$ cat src/oscst_pkg.sv
/*
  Shared constants for the crystal oscillation stabilization counter:
  register addresses, reset values, field positions and the wait thresholds.
  Assumes a 16-bit special function register address space with 8-bit data.
*/
package oscst_pkg;

  // Register addresses in the special function register space.
  localparam logic [15:0] ADDR_MAIN_OSC_CONTROL = 16'hFFA2;
  localparam logic [15:0] ADDR_STAB_STATUS      = 16'hFFA3;
  localparam logic [15:0] ADDR_STAB_WAIT_SELECT = 16'hFFA4;

  // Reset values.
  localparam logic [7:0] RST_MAIN_OSC_CONTROL = 8'h80;
  localparam logic [7:0] RST_STAB_STATUS      = 8'h00;
  localparam logic [2:0] RST_WAIT_SEL         = 3'h5;

  // Field positions.
  localparam int MAIN_OSC_STOP_BIT = 7;
  localparam int WAIT_SEL_MSB      = 2;
  localparam int STATUS_MSB        = 4;

  // Counter width, enough to hold the longest threshold.
  localparam int CNT_W = 17;

  // Thresholds in crystal clock periods.
  localparam logic [16:0] THR_2P11 = 17'h00800;
  localparam logic [16:0] THR_2P13 = 17'h02000;
  localparam logic [16:0] THR_2P14 = 17'h04000;
  localparam logic [16:0] THR_2P15 = 17'h08000;
  localparam logic [16:0] THR_2P16 = 17'h10000;

  // Wait-select codes.
  localparam logic [2:0] SEL_2P11 = 3'h1;
  localparam logic [2:0] SEL_2P13 = 3'h2;
  localparam logic [2:0] SEL_2P14 = 3'h3;
  localparam logic [2:0] SEL_2P15 = 3'h4;
  localparam logic [2:0] SEL_2P16 = 3'h5;

endpackage

$ cat src/oscst_flag.sv
/*
  One sticky stabilization flag: sets once the crystal cycle count has
  reached its threshold and holds until cleared.
  Assumes count and clear come from logic on clk_sys.
*/
`timescale 1ns/10ps
module oscst_flag #(
  parameter logic [16:0] THRESHOLD = 17'h00800
) (
  // Clock and reset.
  input  wire logic        clk_sys,
  input  wire logic        rst,
  // Count and clear.
  input  wire logic [16:0] count,
  input  wire logic        clear,
  // Flag.
  output logic             flag
);

  logic next_flag;

  // Count restarts on clear, so a stale count must not set the flag then.
  always_comb begin
    next_flag = flag;
    if (clear) begin
      next_flag = 1'b0;
    end else if (count >= THRESHOLD) begin
      next_flag = 1'b1;
    end
  end

  always_ff @(posedge clk_sys) begin
    if (rst) begin
      flag <= 1'b0;
    end else begin
      flag <= next_flag;
    end
  end

endmodule

$ cat src/oscst_top.sv
/*
  Crystal oscillation stabilization counter with its status register,
  wait-select register and oscillator stop control, on the CPU register port.
  Assumes rst merges every reset source, stop_enter and stop_release are
  one-cycle pulses from the standby logic, and the crystal or external clock
  runs well below half of clk_sys.
*/
`timescale 1ns/10ps
module oscst_top (
  // Clock and reset.
  input  wire logic        clk_sys,
  input  wire logic        rst,
  // Register port.
  input  wire logic [15:0] sfr_addr,
  input  wire logic        sfr_wr,
  input  wire logic        sfr_rd,
  input  wire logic [7:0]  sfr_wdata,
  output logic [7:0]       sfr_rdata,
  // Clock source pins and mode.
  input  wire logic        main_crystal_clock,
  input  wire logic        external_clock_in,
  input  wire logic        ext_clk_mode,
  output logic             osc_enable,
  // Standby and CPU clock.
  input  wire logic        stop_enter,
  input  wire logic        stop_release,
  input  wire logic        cpu_on_crystal,
  output logic             cpu_hold
);

  logic                          main_osc_stop;
  logic [2:0]                    wait_sel;
  logic                          in_stop;
  logic [oscst_pkg::CNT_W-1:0]   count;
  logic [4:0]                    status;
  logic                          xtal_s1;
  logic                          xtal_s2;
  logic                          ext_s1;
  logic                          ext_s2;
  logic                          src_sel;
  logic                          src_prev;
  logic                          next_main_osc_stop;
  logic [2:0]                    next_wait_sel;
  logic                          next_in_stop;
  logic [oscst_pkg::CNT_W-1:0]   next_count;
  logic                          next_cpu_hold;
  logic [7:0]                    next_rdata;
  logic [oscst_pkg::CNT_W-1:0]   limit;
  logic                          cnt_edge;
  logic                          clear_evt;
  logic                          wr_moc;
  logic                          wr_sel;

  // Write decodes; the select register keeps only the low three data bits.
  assign wr_moc = sfr_wr && (sfr_addr == oscst_pkg::ADDR_MAIN_OSC_CONTROL);
  assign wr_sel = sfr_wr && (sfr_addr == oscst_pkg::ADDR_STAB_WAIT_SELECT);

  // Clearing events; a reset release is covered by rst itself.
  assign clear_evt = stop_enter || (wr_moc && sfr_wdata[oscst_pkg::MAIN_OSC_STOP_BIT]);

  // The oscillator runs unless stopped by software or by STOP mode.
  assign osc_enable = !main_osc_stop && !in_stop;

  // Synchronise both source pins first; only the second stages are read.
  always_ff @(posedge clk_sys) begin
    if (rst) begin
      xtal_s1  <= 1'b0;
      xtal_s2  <= 1'b0;
      ext_s1   <= 1'b0;
      ext_s2   <= 1'b0;
      src_prev <= 1'b0;
    end else begin
      xtal_s1  <= main_crystal_clock;
      xtal_s2  <= xtal_s1;
      ext_s1   <= external_clock_in;
      ext_s2   <= ext_s1;
      src_prev <= src_sel;
    end
  end

  // Picking the source after synchronising keeps the mux off the raw pins.
  assign src_sel = ext_clk_mode ? ext_s2 : xtal_s2;

  // A rising edge is a real crystal period, so start-up delay never counts.
  assign cnt_edge = src_sel && !src_prev && osc_enable;

  // Selected limit; prohibited codes fall back to the longest wait for safety.
  always_comb begin
    unique case (wait_sel)
      oscst_pkg::SEL_2P11: limit = oscst_pkg::THR_2P11;
      oscst_pkg::SEL_2P13: limit = oscst_pkg::THR_2P13;
      oscst_pkg::SEL_2P14: limit = oscst_pkg::THR_2P14;
      oscst_pkg::SEL_2P15: limit = oscst_pkg::THR_2P15;
      default:             limit = oscst_pkg::THR_2P16;
    endcase
  end

  // Next state of control registers, counter and CPU hold.
  always_comb begin
    next_main_osc_stop = main_osc_stop;
    next_wait_sel      = wait_sel;
    next_in_stop       = in_stop;
    next_count         = count;
    next_cpu_hold      = cpu_hold;
    if (wr_moc) begin
      next_main_osc_stop = sfr_wdata[oscst_pkg::MAIN_OSC_STOP_BIT];
    end
    if (wr_sel) begin
      next_wait_sel = sfr_wdata[oscst_pkg::WAIT_SEL_MSB:0];
    end
    if (stop_enter) begin
      next_in_stop = 1'b1;
    end else if (stop_release) begin
      next_in_stop = 1'b0;
    end
    if (clear_evt) begin
      next_count = '0;
    end else if (cnt_edge && (count < limit)) begin
      next_count = count + 1'b1;
    end
    if (stop_release && in_stop && cpu_on_crystal) begin
      next_cpu_hold = 1'b1;
    end else if (count >= limit) begin
      next_cpu_hold = 1'b0;
    end
  end

  always_ff @(posedge clk_sys) begin
    if (rst) begin
      main_osc_stop <= oscst_pkg::RST_MAIN_OSC_CONTROL[oscst_pkg::MAIN_OSC_STOP_BIT];
      wait_sel      <= oscst_pkg::RST_WAIT_SEL;
      in_stop       <= 1'b0;
      count         <= '0;
      cpu_hold      <= 1'b0;
    end else begin
      main_osc_stop <= next_main_osc_stop;
      wait_sel      <= next_wait_sel;
      in_stop       <= next_in_stop;
      count         <= next_count;
      cpu_hold      <= next_cpu_hold;
    end
  end

  // Sticky status flags, bit four for the shortest threshold.
  oscst_flag #(.THRESHOLD(oscst_pkg::THR_2P11)) u_f11 (
    .clk_sys(clk_sys), .rst(rst), .count(count), .clear(clear_evt), .flag(status[4]));
  oscst_flag #(.THRESHOLD(oscst_pkg::THR_2P13)) u_f13 (
    .clk_sys(clk_sys), .rst(rst), .count(count), .clear(clear_evt), .flag(status[3]));
  oscst_flag #(.THRESHOLD(oscst_pkg::THR_2P14)) u_f14 (
    .clk_sys(clk_sys), .rst(rst), .count(count), .clear(clear_evt), .flag(status[2]));
  oscst_flag #(.THRESHOLD(oscst_pkg::THR_2P15)) u_f15 (
    .clk_sys(clk_sys), .rst(rst), .count(count), .clear(clear_evt), .flag(status[1]));
  oscst_flag #(.THRESHOLD(oscst_pkg::THR_2P16)) u_f16 (
    .clk_sys(clk_sys), .rst(rst), .count(count), .clear(clear_evt), .flag(status[0]));

  // Read data; writes to the status register are ignored.
  always_comb begin
    next_rdata = sfr_rdata;
    if (sfr_rd) begin
      unique case (sfr_addr)
        oscst_pkg::ADDR_MAIN_OSC_CONTROL: next_rdata = {main_osc_stop, 7'h00};
        oscst_pkg::ADDR_STAB_STATUS:      next_rdata = {3'h0, status};
        oscst_pkg::ADDR_STAB_WAIT_SELECT: next_rdata = {5'h00, wait_sel};
        default:                          next_rdata = 8'h00;
      endcase
    end
  end

  always_ff @(posedge clk_sys) begin
    if (rst) begin
      sfr_rdata <= oscst_pkg::RST_STAB_STATUS;
    end else begin
      sfr_rdata <= next_rdata;
    end
  end

  // Checks on the behaviour above.
  stop_clears_status_a: assert property (@(posedge clk_sys) disable iff (rst)
    clear_evt |=> (status == 5'h00) && (count == '0))
    else $error("status not cleared by stop event");
  status_order_a: assert property (@(posedge clk_sys) disable iff (rst)
    status inside {5'h00, 5'h10, 5'h18, 5'h1C, 5'h1E, 5'h1F})
    else $error("status bits out of order");
  status_sticky_a: assert property (@(posedge clk_sys) disable iff (rst)
    (status[4] && !clear_evt) |=> status[4])
    else $error("status bit dropped without clear");
  thr_sets_flag_a: assert property (@(posedge clk_sys) disable iff (rst)
    ((count >= oscst_pkg::THR_2P11) && !clear_evt) |=> status[4])
    else $error("first threshold flag late");
  status_upper_zero_a: assert property (@(posedge clk_sys) disable iff (rst)
    ($past(sfr_rd) && ($past(sfr_addr) == oscst_pkg::ADDR_STAB_STATUS))
      |-> (sfr_rdata[7:5] == 3'h0) && (sfr_rdata[4:0] == $past(status)))
    else $error("status read wrong");
  count_limit_a: assert property (@(posedge clk_sys) disable iff (rst)
    count <= limit)
    else $error("counter passed selected limit");
  select_reset_a: assert property (@(posedge clk_sys)
    $past(rst) |-> (wait_sel == oscst_pkg::RST_WAIT_SEL))
    else $error("select not five after reset");
  hold_release_a: assert property (@(posedge clk_sys) disable iff (rst)
    (cpu_hold && (count >= limit) && !(stop_release && in_stop)) |=> !cpu_hold)
    else $error("cpu hold outlasted wait");
  count_edges_a: assert property (@(posedge clk_sys) disable iff (rst)
    (!cnt_edge && !clear_evt) |=> (count == $past(count)))
    else $error("count moved without clock edge");
  hold_set_a: assert property (@(posedge clk_sys) disable iff (rst)
    (stop_release && in_stop && cpu_on_crystal) |=> cpu_hold)
    else $error("cpu hold not raised on release");
  saturate_hold_a: assert property (@(posedge clk_sys) disable iff (rst)
    ((count >= limit) && !clear_evt && !wr_sel) |=> (count == $past(count)))
    else $error("counter moved past its limit");
  reset_clears_a: assert property (@(posedge clk_sys)
    $past(rst) |-> (status == 5'h00) && !cpu_hold && (sfr_rdata == 8'h00))
    else $error("reset did not clear status");

endmodule

$ cat config.mk
export PLATFORM = sky130hd
export DESIGN_NAME = oscst_top
export DESIGN_NICKNAME = d
export VERILOG_FILES = /design/src/oscst_pkg.sv /design/src/oscst_flag.sv /design/src/oscst_top.sv
export SDC_FILE = /design/constraint.sdc
export NUM_CORES = 1
export LEC_CHECK = 0
export ABC_AREA = 1
export BUFFER_PORTS_ARGS = -buffer_cell sky130_fd_sc_hd__buf_2
export CAP_MARGIN = 25
export CELL_PAD_IN_SITES_DETAIL_PLACEMENT = 0
export CELL_PAD_IN_SITES_GLOBAL_PLACEMENT = 1
export CORE_ASPECT_RATIO = 1.5
export CORE_UTILIZATION = 35
export DETAILED_ROUTE_END_ITERATION = 7
export GPL_TIMING_DRIVEN = 1
export PLACE_DENSITY_LB_ADDON = 0.1
export SYNTH_ARGS = -nofsm -noshare
export SYNTH_HDL_FRONTEND = slang
export SYNTH_HIERARCHICAL = 1
export SYNTH_SLANG_ARGS = --single-unit
$ cat constraint.sdc
create_clock -name clk_sys -period 1.75 [get_ports clk_sys]
set_input_delay 0.525 -clock clk_sys [delete_from_list [all_inputs] [get_ports clk_sys]]
set_output_delay 0.525 -clock clk_sys [all_outputs]
set_load 0.005 [all_outputs]
==> impl_metrics.toml <==
[pwr]
power.switching_uw = 403
sw_frac_of_total = 0.248
clkPwrFrac = 0.377
seqPwrFrac = 0.554
irDropWorstVdd_v = 0.000369
p_leak_nw = 1.28
powerDensity_nw_per_um2 = 548
power_frac_comb = 0.069
intPower_mw = 1.22
total_power_mw = 1.62

[yosys]
synth_edf_count = 0
seq_area_frac_synth = 0.330
synth_flop_cell = "dfxtp_1"
synth-async-reset-ratio = 0
syn_area_um2 = 2370
synth-seq-cells = 39
yosys_warnings = 6
avgSynthCellArea_um2 = 6.52
syn-instance-count = 363
ys_types = 28

[layout]
largestRegisters = "count: 17 flops, sfr_rdata: 6 flops, wait_sel: 3 flops"
drive_gt1_frac = 0.283
largest_reg_flops = 17
n_antenna_cell = 0
layout_common_cells = "104 x nand2_1, 46 x nor2_1, 41 x inv_1"
fin_cells = 504
nets = 468
layout_commonest_cell = "nand2_1"
design_area_um2 = 2960
syn2layout_area_growth_pct = 25.2
regMostFlops = "count"

[timing]
final.setup.worst_slack_ns = -0.120
fmax_mhz = 535
period_share = 1.07
min_period_ns = 1.87
setup_viol = 18
clock_skew_ns = 0.00472
slew_violations = 0
rsz0062_at_grt = "true"
tns_ns = -1.64
report.final.hold_viol_count = 0

[clocking]
cts_buffer_depth = 2
cts_max_level = 2
clkSlewWorstSetupHoldPaths_ns = 0.08
clk_latency_ns = 0.29
cts_tree = "built"
clock-root-buffer = "clkbuf_8"
cts_sinks = 39
numCtsBuffers = 5
cts_hold_buf = 0

[global_route]
grt_pass1_wl_mm = 9.74
grt_usage = 0.174
grt_pass1_vias = 2214
grt_antenna_before_repair = 0
grt_max_degree = 18
grt_overflow = 0

[routing]
wl_mm = 5.71
drc = 0
ant_nets = 0
drt-initial-drc-count = 30
vias = 2292
drt_pass1_iterations = 5
post_drt_wl_per_cell_um = 11.3
vias_per_cell = 4.55

[setup_path]
r2r-start = "wait_sel[2]"
path_depth = 10
ff2ff_path_depth = 10
cp_top_family = "simple AND/OR/NAND/NOR gates"
rr_endpoint = "count[14]"
crit_path_start_kind = "flip-flop"
crit_path_end_kind = "flip-flop"
r2r_slack_ns = -0.12
cp.arrival_ns = 2.06
crit_fanout = 8
critPathMaxStageDelay_ns = 0.37
crit_slowest_cell = "dfxtp_4"
path_buf_inv = 1
cpMostUsedCell = "nand2_1"
crit_type = "reg2reg"
required_ns = 1.94
path_cells = "inv_2, nand2_1, o211ai_1, ha_1, a21oi_2, nand2_1, nor2_4, nand2_4, nand2_1, a21oi_2"

[min_path]
hold_path_startpoint = "xtal_s1"
worstHoldPathType = "reg2reg"
holdPathStages = 2
hold-path-endpoint = "xtal_s2"

[floorplan]
dieArea_um2 = 7100
initial_utilization = 0.362
io_pins = 44
die_h_um = 103
num_rows = 36
fp.dieW_um = 69.2
core_area_um2 = 6530

[placement]
place_area_um2 = 2800
dp_slack_ns = -0.214
portBuffers = 37
dp_hpwl_mm = 4.52
place.gp.congestion = 0.870
dp_cells = 493

[run]
drv.max_cap_violation_count = 0

[run_status]
violations = "setup timing"
outcome = "finished, violations left"
[repair_timing]
action	CTS	global route
buffers inserted	2	0
setup endpoints to repair	18	18
pin swaps	5	3
cloned	1	0
endpoints found under the hold margin	0	0
resized for setup	13	7
[layer usage]
metal  track usage  vias up  share of wire
li1              -     1252              -
met1         0.165     1000           0.39
met2         0.374       33           0.57
met3        0.0244        7          0.022
met4        0.0518        0          0.015
met5             0        -              0
[worst min-delay path, stage by stage, from the launching register on]
cell and delay (ns):
dfxtp_1 0.30, inv_1 0.04, nor2_1 0.03
[kinds of logic (layout without fill, tap and decap cells)]
logic type | Yosys count | after routing | share of synthesized area
AND/OR/NAND/NOR | 214 | 215 | 0.404
buffers and inverters | 59 | 122 | 0.108
flip-flops | 39 | 39 | 0.330
AO/OA/AOI/OAI | 36 | 36 | 0.0936
adder cells (fa/ha/maj) | 7 | 7 | 0.0370
XOR/XNOR | 7 | 7 | 0.0259
other | 1 | 2 | 0.00158
[stage by stage]
| step | hold slack (ns) | utilization |
|---|---|---|
| CTS | 0.407 | 0.451 |
| finish | 0.403 | 0.454 |
| detailed placement | 0.396 | 0.429 |
| global placement | 0.393 | 0.429 |
| global route | 0.416 | 0.454 |
| floorplan | 0.388 | - |
[area by class of cell]
class                      instances  area [um^2]
inverter                          51          191
timing repair buffer              63          409
sequential                        39          790
fill                             722         3570
multi-input combinational        267         1390
clock inverter                     3         20.0
clock buffer                       5         68.8
tap                               76         95.1
[cells in the mapped netlist, types with 2 or more instances]
library cell  count  area (um^2)
nand2_1         111          417
nor2_1           46          173
inv_1            45          169
dfxtp_1          39          781
nand3_1          25          125
a21oi_1          18         90.1
a21oi_2           9         78.8
nor2_2            9         56.3
ha_1              7         87.6
xor2_1            7         61.3
nand4_1           6         37.5
o21ai_0           6         30.0
clkinv_1          4         15.0
nand2_2           4         25.0
nand3_2           4         40.0
buf_4             3         22.5
buf_6             3         33.8
o211ai_1          3         22.5
clkbuf_1          2         7.51
inv_2             2         7.51
nor2_4            2         22.5
nor3_1            2         10.0
[power groups by stage]
stage	Combinational, mW	Clock [mW]	Sequential [mW]
after global routing	0.131	0.670	0.901
after detailed placement	0.114	0	0.924
final	0.113	0.613	0.899
after floorplan	0.0587	0	0.924
after global placement	0.114	0	0.923
after CTS	0.115	0.641	0.903
[how the worst max path moves through the flow]
stage / from / end / slack (ns)
after floorplan: wait_sel[0] / count[13] / 0.009
after global placement: wait_sel[0] / count[13] / -0.19
after detailed placement: wait_sel[0] / count[6] / -0.21
after CTS: wait_sel[0] / count[14] / -0.13
after global routing: wait_sel[2] / count[3] / -0.22
final: wait_sel[2] / count[14] / -0.12
(Power assumes the default switching activity.)
